### src/rtl/ddrcmd_regs.vh
`ifndef DDRCMD_REGS_VH
`define DDRCMD_REGS_VH
// bank address codes selecting a mode register
`define DDRCMD_BA_MODE_BASE 3'h0
`define DDRCMD_BA_MODE_ONE 3'h1
`define DDRCMD_BA_MODE_TWO 3'h2
`define DDRCMD_BA_MODE_THREE 3'h3
// field positions
`define DDRCMD_ADDR_W 14
`define DDRCMD_MR1_QOFF_BIT 12
`define DDRCMD_MR1_READ_STROBE_OPTION_BIT 11
`define DDRCMD_MR2_HOT_BIT 7
`define DDRCMD_AP_BIT 10
`define DDRCMD_ROW_TOP_BIT 13
// strobe patterns {cs, ras, cas, we}
`define DDRCMD_PAT_MRS 4'h0
`define DDRCMD_PAT_REF 4'h1
`define DDRCMD_PAT_PRE 4'h2
`define DDRCMD_PAT_ACT 4'h3
`define DDRCMD_PAT_WR 4'h4
`define DDRCMD_PAT_RD 4'h5
`define DDRCMD_PAT_NOP 4'h7
// decoded command codes
`define DDRCMD_C_NONE 4'h0
`define DDRCMD_C_MRS 4'h1
`define DDRCMD_C_REF 4'h2
`define DDRCMD_C_PRE 4'h3
`define DDRCMD_C_PREA 4'h4
`define DDRCMD_C_ACT 4'h5
`define DDRCMD_C_WR 4'h6
`define DDRCMD_C_WRA 4'h7
`define DDRCMD_C_RD 4'h8
`define DDRCMD_C_RDA 4'h9
`define DDRCMD_C_SRE 4'ha
`define DDRCMD_C_SRX 4'hb
`define DDRCMD_C_PDE 4'hc
`define DDRCMD_C_PDX 4'hd
`define DDRCMD_C_ILL 4'hf
// power states
`define DDRCMD_ST_ACT 2'h0
`define DDRCMD_ST_PD 2'h1
`define DDRCMD_ST_SR 2'h2
// reset values
`define DDRCMD_MR_RST 14'h0000
`endif

### src/rtl/ddrcmd_decode.v
// Operation
// - output disable stops data and strobe drive
// - top address bit only on by-8 parts
// - mode two selected by bank code two
// - mode rewrites accepted when all banks precharged
// - bit 7 enables hot_self_refresh_rate
// - mode three selected by bank code three
// - decode strobes and clock enable each edge
// - bank bits pick bank or mode register
// - four-beat bursts are not interrupted, except by self-refresh entry
// - self-refresh exit on clock enable rise
// - by-16 ignores top address bit on activate
`include "ddrcmd_regs.vh"
`default_nettype none
module ddrcmd_decode #(
    parameter IS_X16 = 0
) (
    input wire clk,
    input wire rst_n,
    input wire cke,
    input wire cs_n,
    input wire ras_n,
    input wire cas_n,
    input wire we_n,
    input wire [2:0] ba,
    input wire [13:0] addr,
    input wire banks_idle,
    input wire burst_busy,
    output reg [3:0] cmd_q,
    output reg [2:0] cmd_bank_q,
    output reg [13:0] cmd_addr_q,
    output reg [1:0] power_state_q,
    output reg [13:0] extended_mode_one_q,
    output reg [13:0] refresh_feature_mode_q,
    output reg [13:0] reserved_mode_three_q,
    output reg [13:0] base_mode_q,
    output reg output_off_q,
    output reg hot_self_refresh_rate_q,
    output reg illegal_q
);
    reg [3:0] cmd_d;
    reg [1:0] power_state_d;
    wire [3:0] pat;
    wire quiet;
    wire [13:0] addr_eff;

    // all commands come from levels at the rising edge
    assign pat = {cs_n, ras_n, cas_n, we_n};
    assign quiet = cs_n | (pat == `DDRCMD_PAT_NOP);
    // by-16 parts have no top address bit
    assign addr_eff = IS_X16 ? {1'b0, addr[`DDRCMD_ROW_TOP_BIT-1:0]} : addr;

    // command truth table; the power state stands in for the clock
    // enable of the previous edge, since it is only low in pd or sr
    always @* begin
        cmd_d = `DDRCMD_C_ILL;
        power_state_d = power_state_q;
        case (power_state_q)
            `DDRCMD_ST_PD: begin
                if (!cke) begin
                    // still asleep: pins are don't-care, nothing decoded
                    cmd_d = `DDRCMD_C_NONE;
                end else if (quiet) begin
                    cmd_d = `DDRCMD_C_PDX;
                    power_state_d = `DDRCMD_ST_ACT;
                end else begin
                    // waking with a real command is not in the table
                    cmd_d = `DDRCMD_C_ILL;
                end
            end
            `DDRCMD_ST_SR: begin
                if (!cke) begin
                    cmd_d = `DDRCMD_C_NONE;
                end else if (quiet) begin
                    // exit needs no clock history, one edge suffices
                    cmd_d = `DDRCMD_C_SRX;
                    power_state_d = `DDRCMD_ST_ACT;
                end else begin
                    cmd_d = `DDRCMD_C_ILL;
                end
            end
            default: begin
                if (!cke) begin
                    // power-down entry only with no burst in progress; self-refresh entry only with all banks idle
                    if (quiet && !burst_busy) begin
                        cmd_d = `DDRCMD_C_PDE;
                        power_state_d = `DDRCMD_ST_PD;
                    end else if (pat == `DDRCMD_PAT_REF && banks_idle) begin
                        cmd_d = `DDRCMD_C_SRE;
                        power_state_d = `DDRCMD_ST_SR;
                    end else begin
                        // any other edge with the clock enable falling
                        cmd_d = `DDRCMD_C_ILL;
                    end
                end else if (quiet) begin
                    cmd_d = `DDRCMD_C_NONE;
                end else if (burst_busy) begin
                    cmd_d = `DDRCMD_C_ILL; // four-beat burst stays whole
                end else begin
                    case (pat)
                        `DDRCMD_PAT_MRS: begin
                            // rewrites only with every bank precharged
                            if (banks_idle) begin
                                cmd_d = `DDRCMD_C_MRS;
                            end else begin
                                cmd_d = `DDRCMD_C_ILL;
                            end
                        end
                        `DDRCMD_PAT_REF: begin
                            cmd_d = `DDRCMD_C_REF;
                        end
                        `DDRCMD_PAT_PRE: begin
                            // ap bit widens the precharge to all banks
                            if (addr[`DDRCMD_AP_BIT]) begin
                                cmd_d = `DDRCMD_C_PREA;
                            end else begin
                                cmd_d = `DDRCMD_C_PRE;
                            end
                        end
                        `DDRCMD_PAT_ACT: begin
                            cmd_d = `DDRCMD_C_ACT;
                        end
                        `DDRCMD_PAT_WR: begin
                            // ap bit closes the row after the burst
                            if (addr[`DDRCMD_AP_BIT]) begin
                                cmd_d = `DDRCMD_C_WRA;
                            end else begin
                                cmd_d = `DDRCMD_C_WR;
                            end
                        end
                        `DDRCMD_PAT_RD: begin
                            if (addr[`DDRCMD_AP_BIT]) begin
                                cmd_d = `DDRCMD_C_RDA;
                            end else begin
                                cmd_d = `DDRCMD_C_RD;
                            end
                        end
                        default: begin
                            cmd_d = `DDRCMD_C_ILL;
                        end
                    endcase
                end
            end
        endcase
    end

    // registered decode and power state
    always @(posedge clk) begin
        if (!rst_n) begin
            cmd_q <= `DDRCMD_C_NONE;
            power_state_q <= `DDRCMD_ST_ACT;
        end else begin
            cmd_q <= cmd_d;
            power_state_q <= power_state_d;
        end
    end

    // bank and address of every edge; bank or mode register select
    always @(posedge clk) begin
        if (!rst_n) begin
            cmd_bank_q <= 3'h0;
            cmd_addr_q <= `DDRCMD_MR_RST;
        end else begin
            cmd_bank_q <= ba;
            cmd_addr_q <= addr_eff;
        end
    end

    // fault flag: sticky, since recovery needs a full power-down and
    // reinit; nothing but reset may clear it
    always @(posedge clk) begin
        if (!rst_n) begin
            illegal_q <= 1'b0;
        end else if (cmd_d == `DDRCMD_C_ILL) begin
            illegal_q <= 1'b1;
        end
    end

    // mode register writes; contents reset to zero until programmed
    always @(posedge clk) begin
        if (!rst_n) begin
            base_mode_q <= `DDRCMD_MR_RST;
            extended_mode_one_q <= `DDRCMD_MR_RST;
            refresh_feature_mode_q <= `DDRCMD_MR_RST;
            reserved_mode_three_q <= `DDRCMD_MR_RST;
            output_off_q <= 1'b0;
            hot_self_refresh_rate_q <= 1'b0;
        end else if (cmd_d == `DDRCMD_C_MRS) begin
            case (ba)
                `DDRCMD_BA_MODE_BASE: begin
                    // base register kept only so rewrites are visible
                    base_mode_q <= addr_eff;
                end
                `DDRCMD_BA_MODE_ONE: begin
                    extended_mode_one_q <= addr_eff;
                    // output disable floats dq, dqs and read strobes
                    output_off_q <= addr_eff[`DDRCMD_MR1_QOFF_BIT];
                end
                `DDRCMD_BA_MODE_TWO: begin
                    refresh_feature_mode_q <= addr_eff;
                    hot_self_refresh_rate_q <= addr_eff[`DDRCMD_MR2_HOT_BIT];
                end
                `DDRCMD_BA_MODE_THREE: begin
                    // no function yet; stored so the host can be checked
                    reserved_mode_three_q <= addr_eff;
                end
                default: begin
                    base_mode_q <= base_mode_q; // unused codes ignored
                end
            endcase
        end
    end
endmodule
`default_nettype wire

### config.mk
export PLATFORM = sky130hd
export DESIGN_NAME = ddrcmd_decode
export DESIGN_NICKNAME = d
export VERILOG_FILES = /design/src/rtl/ddrcmd_decode.v
export VERILOG_INCLUDE_DIRS = /design/src /design/src/rtl
export SDC_FILE = /design/constraint.sdc
export NUM_CORES = 1
export LEC_CHECK = 0
export ABC_AREA = 1
export BUFFER_PORTS_ARGS = -buffer_cell sky130_fd_sc_hd__buf_2
export CORE_UTILIZATION = 30
export CTS_BUF_LIST = sky130_fd_sc_hd__clkbuf_16
export DETAILED_ROUTE_END_ITERATION = 16
export SYNTH_ARGS = -nofsm -noshare
export SYNTH_HDL_FRONTEND = slang
export SYNTH_SLANG_ARGS = --single-unit
### constraint.sdc
create_clock -name clk -period 2.57 [get_ports clk]
set_input_delay 0.1285 -clock clk [delete_from_list [all_inputs] [get_ports clk]]
set_output_delay 0.1285 -clock clk [all_outputs]
set_load 0.005 [all_outputs]
==> results of run 1 <==
cell type report:
class                           count  area share
Clock buffer                        9     0.04982
Inverter                           48     0.03986
Tap cell                          143     0.03958
Sequential cell                    80      0.3543
Clock inverter                      7     0.01522
Multi-Input combinational cell    322      0.3396
Timing Repair Buffer              126      0.1616
worst register-to-register path: cells and delay by family (launching register included):
family	cells	cell delay, ns
AO/OA/AOI/OAI	1	0.24
flip-flops	1	0.36
buffers and inverters	2	0.36
adder cells (fa/ha/maj)	1	0.35
AND/OR/NAND/NOR	6	0.67
registers in the layout (all words and copies together) (netlist names):
signal / count
base_mode_q: 14
cmd_addr_q: 14
cmd_bank_q: 3
cmd_q: 4
extended_mode_one_q: 14
illegal_q: 1
power_state_q: 2
refresh_feature_mode_q: 14
reserved_mode_three_q: 14
placed cells by master, fill, tap and decap left out, drive strengths merged:
master	count
clkbuf	9
clkinvlp	1
nand3b	1
nand2	111
dlygate4sd3	11
ha	2
buf	115
inv	49
nor3	4
clkinv	4
bufinv	1
o21a	1
o211ai	1
o21ai	5
nand3	60
a211oi	1
a21oi	61
nor2	74
nand4	1
dfxtp	80
metrics by stage:
step                area, um2  power [mW]    util  std cells
finish                   4521       3.001  0.3959        735
global placement         4116       1.729  0.3605        708
floorplan                3503       1.606       -        481
detailed placement       4116       1.736  0.3605        708
CTS                      4521       3.028  0.3959        735
global route             4521       3.146  0.3959        735
power breakdown:
group | internal, mW | switching [mW]
clock network | 0.753 | 0.525
logic | 0.146 | 0.272
registers | 1.29 | 0.0188
total | 2.19 | 0.816
worst max path at each step:
stage	to	slack [ns]	startpoint
floorplan	base_mode_q[0]	0.71	power_state_q[0]
global placement	refresh_feature_mode_q[5]	0.58	power_state_q[0]
detailed placement	reserved_mode_three_q[4]	0.52	power_state_q[0]
CTS	reserved_mode_three_q[4]	0.51	power_state_q[0]
global route	extended_mode_one_q[13]	0.26	power_state_q[0]
finish	reserved_mode_three_q[4]	0.49	power_state_q[0]
per-layer routing:
metal	vias to the layer above	track usage	share of wire
met1	1551	0.2142	0.46
met5	-	0	0
met4	0	0.05143	0.0070
met3	6	0.05820	0.077
met2	104	0.2790	0.46
li1	1735	-	-
kinds of logic (layout without fill, tap and decap cells):
logic type,count (synthesis),in the layout,synth area share
flip-flops,80,80,0.4571
AO/OA/AOI/OAI,69,69,0.1254
buffers and inverters,79,190,0.1104
AND/OR/NAND/NOR,251,251,0.3000
adder cells (fa/ha/maj),2,2,0.007142
==> flow_summary.html, run 1 <==
<table>
<tr><th>Metric</th><th>Value</th></tr>
<tr><th colspan="2">Timing</th></tr>
<tr><td>Max transition margin</td><td>0.7433</td></tr>
<tr><td>Shortest clock period the worst path allows after layout</td><td>between 2 and 2.5 ns</td></tr>
<tr><td>Actual slew at the worst max-slew pin</td><td>0.3851 ns</td></tr>
<tr><td>Aggregate negative setup slack</td><td>0 ns</td></tr>
<tr><td>Final hold violation count</td><td>0</td></tr>
<tr><td>Worst hold slack</td><td>between 0.007 and 0.008 ns</td></tr>
<tr><td>Max Clock Freq</td><td>approximately 0.48 GHz</td></tr>
<tr><td>Clk_skew</td><td>0.01178 ns</td></tr>
<tr><td>RSZ-0062 raised after global routing</td><td>no</td></tr>
<tr><td>Fin. max-slew vios</td><td>0</td></tr>
<tr><td>Tcrit/Tclk final</td><td>0.8103</td></tr>
<tr><td>Worst path setup slack after routing</td><td>around 0.49 ns</td></tr>
<tr><td>Setup violators final</td><td>0</td></tr>
<tr><th colspan="2">Logic synthesis</th></tr>
<tr><td>Dominant cell type by area after synthesis</td><td>dfxtp_1</td></tr>
<tr><td>Top post-synthesis cells by area</td><td>dfxtp_1 (46%), nand2_1 (12%), nand3_1 (8.4%), nor2_1 (7.7%), a21oi_1 (5.9%)</td></tr>
<tr><td>Sequential element share of the synthesized area</td><td>0.4571</td></tr>
<tr><td>Synthesized Nets</td><td>between 500 and 600</td></tr>
<tr><td>Number of enable-type register cells in the synthesized netlist</td><td>0</td></tr>
<tr><td>Post-synthesis async set-or-reset flop share</td><td>0</td></tr>
<tr><td>Share of Yosys cell area claimed by the top area cell type</td><td>0.4571</td></tr>
<tr><td>Ranking of synthesized cells by instance count</td><td>nand2_1 (108), dfxtp_1 (80), nor2_1 (72)</td></tr>
<tr><td>Synth Warn #</td><td>0</td></tr>
<tr><td>Dominant cell by count in the synthesized netlist</td><td>nand2_1</td></tr>
<tr><td>Cell variety after synth</td><td>29</td></tr>
<tr><td>Post-Synthesis Cell Area</td><td>approximately 3500 um2</td></tr>
<tr><td>Register bit total from synthesis</td><td>80</td></tr>
<tr><td>Syn avg cell area</td><td>approximately 7.3 um2</td></tr>
<tr><td>Commonest register cell after synthesis</td><td>dfxtp_1</td></tr>
<tr><td>Number of cells produced by synthesis</td><td>481</td></tr>
<tr><th colspan="2">Die</th></tr>
<tr><td>Initial core utilization</td><td>0.3068</td></tr>
<tr><td>Core area</td><td>around 11000 um2</td></tr>
<tr><td>Die width</td><td>110.1 um</td></tr>
<tr><td>Boundary pin count</td><td>between 100 and 150</td></tr>
<tr><td>Total Die Area</td><td>roughly 12000 um2</td></tr>
<tr><td>Core Rows</td><td>39</td></tr>
<tr><td>Die outline height</td><td>~110 um</td></tr>
<tr><th colspan="2">Worst setup path</th></tr>
<tr><td>Crit path max-delay family</td><td>simple AND/OR/NAND/NOR gates</td></tr>
<tr><td>CP peak stage delay</td><td>about 0.36 ns</td></tr>
<tr><td>Number of buffer and inverter stages on the critical path</td><td>2</td></tr>
<tr><td>Arrival time at the worst endpoint</td><td>between 2 and 2.5 ns</td></tr>
<tr><td>Reg-to-reg endpoint</td><td>reserved_mode_three_q[4]</td></tr>
<tr><td>Depth of the critical timing path with buffers and inverters included</td><td>10</td></tr>
<tr><td>Slowest stage cell, crit path</td><td>dfxtp_1</td></tr>
<tr><td>Startpoint-to-endpoint class of the critical path</td><td>flip-flop to flip-flop</td></tr>
<tr><td>Critical path endpoint category</td><td>flip-flop</td></tr>
<tr><td>R2R Setup Slk</td><td>slightly below 0.5 ns</td></tr>
<tr><td>Path depth of the worst reg2reg path</td><td>10</td></tr>
<tr><td>Crit start category</td><td>flip-flop</td></tr>
<tr><td>Worst R2R Start</td><td>power_state_q[0]</td></tr>
<tr><td>Critical path, cell by cell</td><td>inv_1 -&gt; ha_1 -&gt; nand2_1 -&gt; a21oi_1 -&gt; nand3_2 -&gt; nor2_4 -&gt; buf_12 -&gt; nand3_1 -&gt; nand2_1 -&gt; nor2_1</td></tr>
<tr><td>Worst Path Required</td><td>~2.8 ns</td></tr>
<tr><td>Most numerous cell on the critical path</td><td>nand2_1</td></tr>
<tr><td>Top fanout value on the critical path</td><td>between 60 and 70</td></tr>
<tr><th colspan="2">Layout</th></tr>
<tr><td>Register area</td><td>~1600 um2</td></tr>
<tr><td>Filler Cells Inserted</td><td>1207</td></tr>
<tr><td>Area growth, synth to finish</td><td>29.04%</td></tr>
<tr><td>N_diodes</td><td>0</td></tr>
<tr><td>Fraction of final layout cells sized beyond drive strength 1</td><td>0.2821</td></tr>
<tr><td>Layout Nets</td><td>~620</td></tr>
<tr><td>Total area of multi-input combinational cells</td><td>1535 um2</td></tr>
<tr><th colspan="2">CTS</th></tr>
<tr><td>CTS H-Tree Depth</td><td>3</td></tr>
<tr><td>Inserted Clock Buffers</td><td>9</td></tr>
<tr><td>Number of buffers inserted by hold repair at cts</td><td>11</td></tr>
<tr><td>Clock Latency Late Sink</td><td>roughly 0.34 ns</td></tr>
<tr><td>Clk slew on worst S/H paths</td><td>0.06 ns</td></tr>
<tr><td>CTS Root Cell</td><td>clkbuf_16</td></tr>
<tr><td>Clock sink count</td><td>80</td></tr>
<tr><td>Setup bufs post-CTS</td><td>0</td></tr>
<tr><td>TritonCTS clock tree</td><td>yes</td></tr>
<tr><td># resized after CTS</td><td>0</td></tr>
<tr><td>CTS Buffer Depth</td><td>2</td></tr>
<tr><th colspan="2">Placed design</th></tr>
<tr><td>Final Wtd Congestion</td><td>about 0.82</td></tr>
<tr><td>Minimum setup slack after placement</td><td>roughly 0.52 ns</td></tr>
<tr><td>Quantity of I/O buffers inserted on ports</td><td>roughly 110</td></tr>
<tr><td>Detailed placer's ending HPWL</td><td>approximately 6800 um</td></tr>
<tr><th colspan="2">Drt</th></tr>
<tr><td>Average detailed-routed wire length per instance</td><td>roughly 13 um</td></tr>
<tr><td>Post-route DRC violation count</td><td>0</td></tr>
<tr><td>Via-to-Cell Ratio</td><td>approximately 4.6</td></tr>
<tr><td>First-pass DRT Iterations</td><td>4</td></tr>
<tr><td>Remaining antenna violation count after routing</td><td>0</td></tr>
<tr><td>Wire length reported by the detailed router</td><td>9859 um</td></tr>
<tr><td>Via count</td><td>roughly 3400</td></tr>
<tr><td>Violation count after the first detailed-route iteration</td><td>between 200 and 250</td></tr>
<tr><th colspan="2">Global routing</th></tr>
<tr><td>Global-route wire length before repair</td><td>15470 um</td></tr>
<tr><td>Global Route Usage Sum</td><td>0.1717</td></tr>
<tr><td>Vias in the first global route</td><td>just over 3000</td></tr>
<tr><td>Grt total ovfl</td><td>0</td></tr>
<tr><td>Largest net degree at the start of global routing</td><td>between 60 and 70</td></tr>
<tr><td>Antenna violations before repair</td><td>0</td></tr>
<tr><th colspan="2">Pwr</th></tr>
<tr><td>Worst voltage drop across the vdd grid</td><td>~0.00040 V</td></tr>
<tr><td>Leak Pwr</td><td>about 2.3 nW</td></tr>
<tr><td>Cell Pwr Density</td><td>roughly 660 nW/um2</td></tr>
<tr><th colspan="2">Worst hold path</th></tr>
<tr><td>Worst min-delay path endpoint</td><td>cmd_addr_q[5]</td></tr>
<tr><td>Cell depth of the worst hold path</td><td>3</td></tr>
<tr><td>Hold/Removal Path Class</td><td>primary input to flip-flop</td></tr>
<tr><td>Source of the worst hold timing path</td><td>addr[5]</td></tr>
<tr><th colspan="2">Status</th></tr>
<tr><td>Status</td><td>finished, final reports clean</td></tr>
<tr><th colspan="2">Run</th></tr>
<tr><td>Max-capacitance violation count</td><td>0</td></tr>
</table>
No activity file was read; power rests on OpenSTA's default activity.
==> inputs of run 2 (changes only) <==
--- a/config.mk
+++ b/config.mk
@@ -6,7 +6,7 @@
 export SDC_FILE = /design/constraint.sdc
 export NUM_CORES = 1
 export LEC_CHECK = 0
-export ABC_AREA = 1
+export ABC_AREA = 0
 export BUFFER_PORTS_ARGS = -buffer_cell sky130_fd_sc_hd__buf_2
 export CORE_UTILIZATION = 30
 export CTS_BUF_LIST = sky130_fd_sc_hd__clkbuf_16
==> constraint.sdc (replaced) <==
create_clock -name clk -period 2.02 [get_ports clk]
set_input_delay 0.101 -clock clk [delete_from_list [all_inputs] [get_ports clk]]
set_output_delay 0.101 -clock clk [all_outputs]
set_load 0.005 [all_outputs]
==> flow_summary.html, run 2 <==
<table>
<tr><th>Metric</th><th>Value</th></tr>
<tr><th colspan="2">Status</th></tr>
<tr><td>Status</td><td>finished, final reports clean</td></tr>
<tr><th colspan="2">Layout</th></tr>
<tr><td>Filler Cells Inserted</td><td>1030</td></tr>
<tr><td>Cell area after layout</td><td>slightly above 4000 um2</td></tr>
<tr><td>Area growth, synth to finish</td><td>33.50%</td></tr>
<tr><td>Commonest non-fill, non-tap cell in the layout</td><td>buf_2</td></tr>
<tr><td>Final core utilization</td><td>0.4144</td></tr>
<tr><td>Register area</td><td>1602 um2</td></tr>
<tr><td>Top library cells by usage in the layout, fill and taps aside</td><td>buf_2 (107), nand2_1 (81), dfxtp_1 (80)</td></tr>
<tr><td>N_diodes</td><td>0</td></tr>
<tr><td>Total area of multi-input combinational cells</td><td>between 1000 and 1500 um2</td></tr>
<tr><td>Layout Nets</td><td>between 400 and 500</td></tr>
<tr><td>Fraction of final layout cells sized beyond drive strength 1</td><td>0.3186</td></tr>
<tr><th colspan="2">Global routing</th></tr>
<tr><td>Grt total ovfl</td><td>0</td></tr>
<tr><td>Antenna violations before repair</td><td>0</td></tr>
<tr><td>Largest net degree at the start of global routing</td><td>41</td></tr>
<tr><td>Global-route wire length before repair</td><td>~11000 um</td></tr>
<tr><td>Global Route Usage Sum</td><td>0.1370</td></tr>
<tr><td>Vias in the first global route</td><td>around 2200</td></tr>
<tr><th colspan="2">CTS</th></tr>
<tr><td>CTS H-Tree Depth</td><td>3</td></tr>
<tr><td>Clk slew on worst S/H paths</td><td>roughly 0.070 ns</td></tr>
<tr><td>Setup bufs post-CTS</td><td>0</td></tr>
<tr><td>Clock Latency Late Sink</td><td>0.33 ns</td></tr>
<tr><td>TritonCTS clock tree</td><td>yes</td></tr>
<tr><td>CTS Buffer Depth</td><td>2</td></tr>
<tr><td>Clock sink count</td><td>80</td></tr>
<tr><td># resized after CTS</td><td>0</td></tr>
<tr><td>Inserted Clock Buffers</td><td>9</td></tr>
<tr><td>CTS Root Cell</td><td>clkbuf_16</td></tr>
<tr><th colspan="2">Die</th></tr>
<tr><td>Core Rows</td><td>36</td></tr>
<tr><td>Initial core utilization</td><td>0.3104</td></tr>
<tr><td>Total Die Area</td><td>between 10000 and 15000 um2</td></tr>
<tr><td>Core area</td><td>about 9800 um2</td></tr>
<tr><td>Die width</td><td>slightly above 100 um</td></tr>
<tr><td>Die outline height</td><td>102.8 um</td></tr>
<tr><td>Boundary pin count</td><td>108</td></tr>
<tr><th colspan="2">Pwr</th></tr>
<tr><td>Worst voltage drop across the vdd grid</td><td>~0.00033 V</td></tr>
<tr><td>Leak Pwr</td><td>2.197 nW</td></tr>
<tr><td>Cell Pwr Density</td><td>823.2 nW/um2</td></tr>
<tr><th colspan="2">Logic synthesis</th></tr>
<tr><td>Commonest register cell after synthesis</td><td>dfxtp_1</td></tr>
<tr><td>Synth Warn #</td><td>0</td></tr>
<tr><td>Top post-synthesis cells by area</td><td>dfxtp_1 (53%), mux2i_1 (18%), nand2_1 (10%), inv_1 (2.5%), a21oi_1 (1.6%)</td></tr>
<tr><td>Sequential element share of the synthesized area</td><td>0.5255</td></tr>
<tr><td>Ranking of synthesized cells by instance count</td><td>nand2_1 (81), dfxtp_1 (80), mux2i_1 (56)</td></tr>
<tr><td>Cell variety after synth</td><td>36</td></tr>
<tr><td>Dominant cell type by area after synthesis</td><td>dfxtp_1</td></tr>
<tr><td>Number of enable-type register cells in the synthesized netlist</td><td>0</td></tr>
<tr><td>Share of Yosys cell area claimed by the top area cell type</td><td>0.5255</td></tr>
<tr><td>Register bit total from synthesis</td><td>80</td></tr>
<tr><td>Syn avg cell area</td><td>~9.7 um2</td></tr>
<tr><td>Dominant cell by count in the synthesized netlist</td><td>nand2_1</td></tr>
<tr><td>Post-Synthesis Cell Area</td><td>3048 um2</td></tr>
<tr><td>Post-synthesis async set-or-reset flop share</td><td>0</td></tr>
<tr><td>Number of cells produced by synthesis</td><td>~320</td></tr>
<tr><td>Synthesized Nets</td><td>~340</td></tr>
<tr><th colspan="2">Timing</th></tr>
<tr><td>Aggregate negative setup slack</td><td>0 ns</td></tr>
<tr><td>Shortest clock period the worst path allows after layout</td><td>1.860 ns</td></tr>
<tr><td>Actual slew at the worst max-slew pin</td><td>roughly 0.43 ns</td></tr>
<tr><td>Worst hold slack</td><td>around 0.037 ns</td></tr>
<tr><td>Clk_skew</td><td>roughly 0.006 ns</td></tr>
<tr><td>Final hold violation count</td><td>0</td></tr>
<tr><td>Tcrit/Tclk final</td><td>0.9207</td></tr>
<tr><td>Max transition margin</td><td>0.7056</td></tr>
<tr><td>Fin. max-slew vios</td><td>0</td></tr>
<tr><td>RSZ-0062 raised after global routing</td><td>no</td></tr>
<tr><td>Setup violators final</td><td>0</td></tr>
<tr><td>Max Clock Freq</td><td>between 0.5 and 0.6 GHz</td></tr>
<tr><th colspan="2">Worst setup path</th></tr>
<tr><td>Critical path, cell by cell</td><td>inv_1 -&gt; ha_1 -&gt; nand4b_1 -&gt; nor4_4 -&gt; and3_1 -&gt; buf_12 -&gt; mux2i_1</td></tr>
<tr><td>Slowest stage cell, crit path</td><td>dfxtp_1</td></tr>
<tr><td>Worst R2R Start</td><td>power_state_q[0]</td></tr>
<tr><td>Path depth of the worst reg2reg path</td><td>7</td></tr>
<tr><td>Worst Path Required</td><td>about 2.3 ns</td></tr>
<tr><td>Arrival time at the worst endpoint</td><td>2.11 ns</td></tr>
<tr><td>Critical Path Start</td><td>power_state_q[0]</td></tr>
<tr><td>CP peak stage delay</td><td>0.33 ns</td></tr>
<tr><td>Reg-to-reg endpoint</td><td>reserved_mode_three_q[7]</td></tr>
<tr><td>Top fanout value on the critical path</td><td>14</td></tr>
<tr><td>R2R Setup Slk</td><td>approximately 0.16 ns</td></tr>
<tr><td>Startpoint-to-endpoint class of the critical path</td><td>flip-flop to flip-flop</td></tr>
<tr><td>Critical path endpoint category</td><td>flip-flop</td></tr>
<tr><td>Crit start category</td><td>flip-flop</td></tr>
<tr><th colspan="2">Placed design</th></tr>
<tr><td>Detailed placer's ending HPWL</td><td>5177 um</td></tr>
<tr><td>Quantity of I/O buffers inserted on ports</td><td>107</td></tr>
<tr><td>Instance area at placement</td><td>about 3800 um2</td></tr>
<tr><td>Final Wtd Congestion</td><td>between 0.8 and 0.9</td></tr>
<tr><th colspan="2">Worst hold path</th></tr>
<tr><td>Hold/Removal Path Class</td><td>primary input to flip-flop</td></tr>
<tr><td>Cell depth of the worst hold path</td><td>3</td></tr>
<tr><td>Source of the worst hold timing path</td><td>addr[4]</td></tr>
<tr><td>Worst min-delay path endpoint</td><td>cmd_addr_q[4]</td></tr>
<tr><th colspan="2">Drt</th></tr>
<tr><td>Sum of met2 wire segment lengths after detailed routing</td><td>slightly above 3000 um</td></tr>
<tr><td>Wire length on met1</td><td>3579 um</td></tr>
<tr><td>Violation count after the first detailed-route iteration</td><td>97</td></tr>
<tr><td>Via count</td><td>between 2000 and 2500</td></tr>
<tr><td>Amount of wire on met3 after detailed routing</td><td>between 400 and 500 um</td></tr>
<tr><td>Post-route DRC violation count</td><td>0</td></tr>
<tr><td>Average detailed-routed wire length per instance</td><td>around 13 um</td></tr>
<tr><td>Remaining antenna violation count after routing</td><td>0</td></tr>
<tr><td>Wire length reported by the detailed router</td><td>slightly above 7000 um</td></tr>
<tr><td>Top layer in use</td><td>met4</td></tr>
<tr><td>First-pass DRT Iterations</td><td>4</td></tr>
<tr><td>Via-to-Cell Ratio</td><td>4.417</td></tr>
<tr><th colspan="2">Run</th></tr>
<tr><td>Max-capacitance violation count</td><td>0</td></tr>
</table>
==> run 2: cell types whose count changed in the layout (fill, tap and decap cells not counted), sizes merged, moves of 10 or more <==
cell / previous run / this run
inv: 49 / 22
nor2: 74 / 6
mux2i: 0 / 56
a21oi: 61 / 10
dlygate4sd3: 11 / 1
nand2: 111 / 81
nand3: 60 / 1
==> run 2: repair_timing <==
action,CTS,global route
setup endpoints to repair,0,0
endpoints found under the hold margin,1,0
hold buffers,1,0
==> run 2: layer usage <==
layer	vias up	global-route usage
li1	1267	-
met1	1125	0.1838
met2	82	0.2031
met3	13	0.04203
met4	0	0.05850
met5	-	0
==> run 2: worst max-delay path by stage <==
stage / end / slack, ns / cells past startpoint
floorplan: reserved_mode_three_q[10] / 0.06 / 9
global placement: reserved_mode_three_q[10] / 0.23 / 8
detailed placement: reserved_mode_three_q[8] / 0.12 / 8
CTS: reserved_mode_three_q[7] / 0.15 / 7
global route: reserved_mode_three_q[7] / 0.07 / 7
finish: reserved_mode_three_q[7] / 0.16 / 7
==> run 2: cell families after synthesis <==
family          Yosys count  share of synthesized area
simple gates            107                     0.1576
flops                    80                     0.5255
mux                      56                     0.1839
buf+inv                  40                    0.05829
compound gates           30                    0.06651
fa+ha+maj                 2                   0.008209
==> run 2: layout make-up <==
cell class | instances | share of cell area
Multi-Input combinational cell | 195 | 0.3118
Inverter | 20 | 0.01845
Sequential cell | 80 | 0.3936
Clock inverter | 7 | 0.01322
Timing Repair Buffer | 119 | 0.1667
Clock buffer | 9 | 0.05535
Tap cell | 133 | 0.04090
==> run 2: report_power, final <==
part           leakage [nW]  total [mW]  switching (mW)  internal [mW]
combinational          1.42       0.222           0.130         0.0913
clock                 0.130        1.51           0.670          0.840
sequential            0.651        1.62         0.00900           1.61
==> run 2: critical path: cells and delay by family, from the launching register on <==
family | cells | cell delay [ns]
fa+ha+maj | 1 | 0.31
simple gates | 3 | 0.71
buf+inv | 2 | 0.23
flops | 1 | 0.33
mux | 1 | 0.22
==> run 2: per-stage QoR <==
stage	cells	worst slack (ns)	power, mW
2_1_floorplan	315	0.06091	1.774
3_3_place_gp	546	0.2269	1.869
3_5_place_dp	546	0.1187	1.873
4_1_cts	563	0.1474	3.390
5_1_grt	563	0.06814	3.486
6_report	563	0.1603	3.349
==> inputs of run 3 (changes only) <==
--- a/config.mk
+++ b/config.mk
@@ -8,9 +8,12 @@
 export LEC_CHECK = 0
 export ABC_AREA = 0
 export BUFFER_PORTS_ARGS = -buffer_cell sky130_fd_sc_hd__buf_2
-export CORE_UTILIZATION = 30
+export CELL_PAD_IN_SITES_DETAIL_PLACEMENT = 1
+export CELL_PAD_IN_SITES_GLOBAL_PLACEMENT = 2
+export CORE_UTILIZATION = 29
 export CTS_BUF_LIST = sky130_fd_sc_hd__clkbuf_16
 export DETAILED_ROUTE_END_ITERATION = 16
+export PLACE_DENSITY_LB_ADDON = 0.1
 export SYNTH_ARGS = -nofsm -noshare
 export SYNTH_HDL_FRONTEND = slang
 export SYNTH_SLANG_ARGS = --single-unit
==> flow_summary.html, run 3 (same netlist as run 2, synthesis figures left out) <==
<table>
<tr><th>Metric</th><th>Value</th></tr>
<tr><th colspan="2">Worst setup path</th></tr>
<tr><td>Crit start category</td><td>flip-flop</td></tr>
<tr><td>Arrival time at the worst endpoint</td><td>between 2 and 2.5 ns</td></tr>
<tr><td>Number of buffer and inverter stages on the critical path</td><td>2</td></tr>
<tr><td>Critical path endpoint category</td><td>flip-flop</td></tr>
<tr><td>Critical path, cell by cell</td><td>inv_1 -&gt; ha_1 -&gt; nand4b_1 -&gt; nor4_4 -&gt; and3_1 -&gt; buf_4 -&gt; mux2i_1</td></tr>
<tr><td>CP peak stage delay</td><td>0.34 ns</td></tr>
<tr><td>Startpoint-to-endpoint class of the critical path</td><td>flip-flop to flip-flop</td></tr>
<tr><td>Top fanout value on the critical path</td><td>11</td></tr>
<tr><td>Crit path max-delay family</td><td>simple AND/OR/NAND/NOR gates</td></tr>
<tr><td>Worst Path Required</td><td>approximately 2.3 ns</td></tr>
<tr><td>Slowest stage cell, crit path</td><td>dfxtp_1</td></tr>
<tr><th colspan="2">CTS</th></tr>
<tr><td>CTS Buffer Depth</td><td>2</td></tr>
<tr><td>Clock sink count</td><td>80</td></tr>
<tr><td>Clk slew on worst S/H paths</td><td>0.06 ns</td></tr>
<tr><td>Inserted Clock Buffers</td><td>9</td></tr>
<tr><td>CTS Root Cell</td><td>clkbuf_16</td></tr>
<tr><td>Clock Latency Late Sink</td><td>around 0.34 ns</td></tr>
<tr><td># resized after CTS</td><td>0</td></tr>
<tr><td>TritonCTS clock tree</td><td>yes</td></tr>
<tr><td>Number of buffers inserted by hold repair at cts</td><td>1</td></tr>
<tr><td>Setup bufs post-CTS</td><td>0</td></tr>
<tr><td>CTS H-Tree Depth</td><td>3</td></tr>
<tr><th colspan="2">Die</th></tr>
<tr><td>Die width</td><td>between 100 and 150 um</td></tr>
<tr><td>Core area</td><td>slightly above 10000 um2</td></tr>
<tr><td>Die outline height</td><td>104.5 um</td></tr>
<tr><td>Core Rows</td><td>37</td></tr>
<tr><td>Initial core utilization</td><td>0.2966</td></tr>
<tr><td>Boundary pin count</td><td>around 110</td></tr>
<tr><td>Total Die Area</td><td>approximately 11000 um2</td></tr>
<tr><th colspan="2">Timing</th></tr>
<tr><td>Worst hold slack</td><td>around 0.037 ns</td></tr>
<tr><td>Tcrit/Tclk final</td><td>0.9221</td></tr>
<tr><td>Worst path setup slack after routing</td><td>0.1573 ns</td></tr>
<tr><td>Shortest clock period the worst path allows after layout</td><td>1.863 ns</td></tr>
<tr><td>RSZ-0062 raised after global routing</td><td>no</td></tr>
<tr><td>Setup violators final</td><td>0</td></tr>
<tr><td>Clk_skew</td><td>between 0.006 and 0.007 ns</td></tr>
<tr><td>Max Clock Freq</td><td>0.5369 GHz</td></tr>
<tr><td>Final hold violation count</td><td>0</td></tr>
<tr><td>Max transition margin</td><td>0.6624</td></tr>
<tr><td>Actual slew at the worst max-slew pin</td><td>0.5064 ns</td></tr>
<tr><td>Aggregate negative setup slack</td><td>0 ns</td></tr>
<tr><td>Fin. max-slew vios</td><td>0</td></tr>
<tr><th colspan="2">Global routing</th></tr>
<tr><td>Global-route wire length before repair</td><td>about 13000 um</td></tr>
<tr><td>Global Route Usage Sum</td><td>0.1548</td></tr>
<tr><td>Vias in the first global route</td><td>2501</td></tr>
<tr><td>Largest net degree at the start of global routing</td><td>31</td></tr>
<tr><td>Antenna violations before repair</td><td>0</td></tr>
<tr><td>Grt total ovfl</td><td>0</td></tr>
<tr><th colspan="2">Pwr</th></tr>
<tr><td>Worst voltage drop across the vdd grid</td><td>~0.00035 V</td></tr>
<tr><td>Cell Pwr Density</td><td>875.6 nW/um2</td></tr>
<tr><td>Leak Pwr</td><td>2.241 nW</td></tr>
<tr><td>Total chip power</td><td>~3.6 mW</td></tr>
<tr><th colspan="2">Layout</th></tr>
<tr><td>Commonest non-fill, non-tap cell in the layout</td><td>buf_2</td></tr>
<tr><td>Area growth, synth to finish</td><td>35.84%</td></tr>
<tr><td>Fraction of final layout cells sized beyond drive strength 1</td><td>0.3202</td></tr>
<tr><td>Cell area after layout</td><td>a little over 4000 um2</td></tr>
<tr><td>N_diodes</td><td>0</td></tr>
<tr><td>Top library cells by usage in the layout, fill and taps aside</td><td>buf_2 (107), nand2_1 (81), dfxtp_1 (80)</td></tr>
<tr><td>Layout Nets</td><td>roughly 450</td></tr>
<tr><th colspan="2">Placed design</th></tr>
<tr><td>Detailed placer's ending HPWL</td><td>around 5900 um</td></tr>
<tr><td>Minimum setup slack after placement</td><td>0.06827 ns</td></tr>
<tr><td>Final Wtd Congestion</td><td>around 0.8</td></tr>
<tr><td>Quantity of I/O buffers inserted on ports</td><td>107</td></tr>
<tr><td>Instance area at placement</td><td>between 3000 and 4000 um2</td></tr>
<tr><th colspan="2">Worst hold path</th></tr>
<tr><td>Hold/Removal Path Class</td><td>primary input to flip-flop</td></tr>
<tr><th colspan="2">Drt</th></tr>
<tr><td>First-pass DRT Iterations</td><td>4</td></tr>
<tr><td>Wire length reported by the detailed router</td><td>~8000 um</td></tr>
<tr><td>Remaining antenna violation count after routing</td><td>0</td></tr>
<tr><td>Violation count after the first detailed-route iteration</td><td>34</td></tr>
<tr><td>Via-to-Cell Ratio</td><td>roughly 4.4</td></tr>
<tr><td>Average detailed-routed wire length per instance</td><td>14.14 um</td></tr>
<tr><td>Post-route DRC violation count</td><td>0</td></tr>
<tr><td>Via count</td><td>2519</td></tr>
<tr><th colspan="2">Run</th></tr>
<tr><td>Max-capacitance violation count</td><td>0</td></tr>
<tr><th colspan="2">Status</th></tr>
<tr><td>Status</td><td>finished, final reports clean</td></tr>
</table>
run 3: changes by cell type in the layout (fill, tap and decap cells not counted), sizes merged:
cell / delta
bufinv: +2
buf: +1
clkinv: -1
clkinvlp: -2
inv: +1
run 3: power breakdown:
group / total, mW / internal [mW] / switching (mW)
logic: 0.228 / 0.0939 / 0.134
registers: 1.62 / 1.61 / 0.00794
clock network: 1.78 / 1.10 / 0.684
total: 3.63 / 2.80 / 0.826
run 3: per-layer routing:
layer,part of all wire,vias to the layer above,GRT usage
met5,0,-,0
met4,0.016,0,0.06735
met3,0.038,10,0.03885
met2,0.51,59,0.2739
met1,0.43,1186,0.1747
li1,-,1264,-
run 3: final cells by class:
class / count / area (um2)
repair buffers: 120 / 698.2
flip-flops and latches: 80 / 1602
inverters: 20 / 75.07
multi-input cells: 195 / 1269
clock inverters: 7 / 101.3
fillers: 1238 / 6137
clock buffers: 9 / 225.2
well taps: 136 / 170.2
run 3: worst paths after layout:
path,from,to,slack [ns],cells past startpoint
setup / recovery,power_state_q[0],reserved_mode_three_q[11],0.16,7
hold / removal,addr[11],cmd_addr_q[11],0.04,3
setup reg to reg,power_state_q[0],reserved_mode_three_q[11],0.16,7
hold reg to reg,extended_mode_one_q[13],extended_mode_one_q[13],0.45,2
run 3: through the flow:
stage / cells / util
after floorplan: 315 / -
after global placement: 550 / 0.3701
after detailed placement: 550 / 0.3701
after CTS: 567 / 0.4028
after global routing: 567 / 0.4028
final: 567 / 0.4028
run 3: worst min-delay path, stage by stage:
cell	delay, ns
buf_2	0.07
nand2_1	0.10
inv_1	0.07
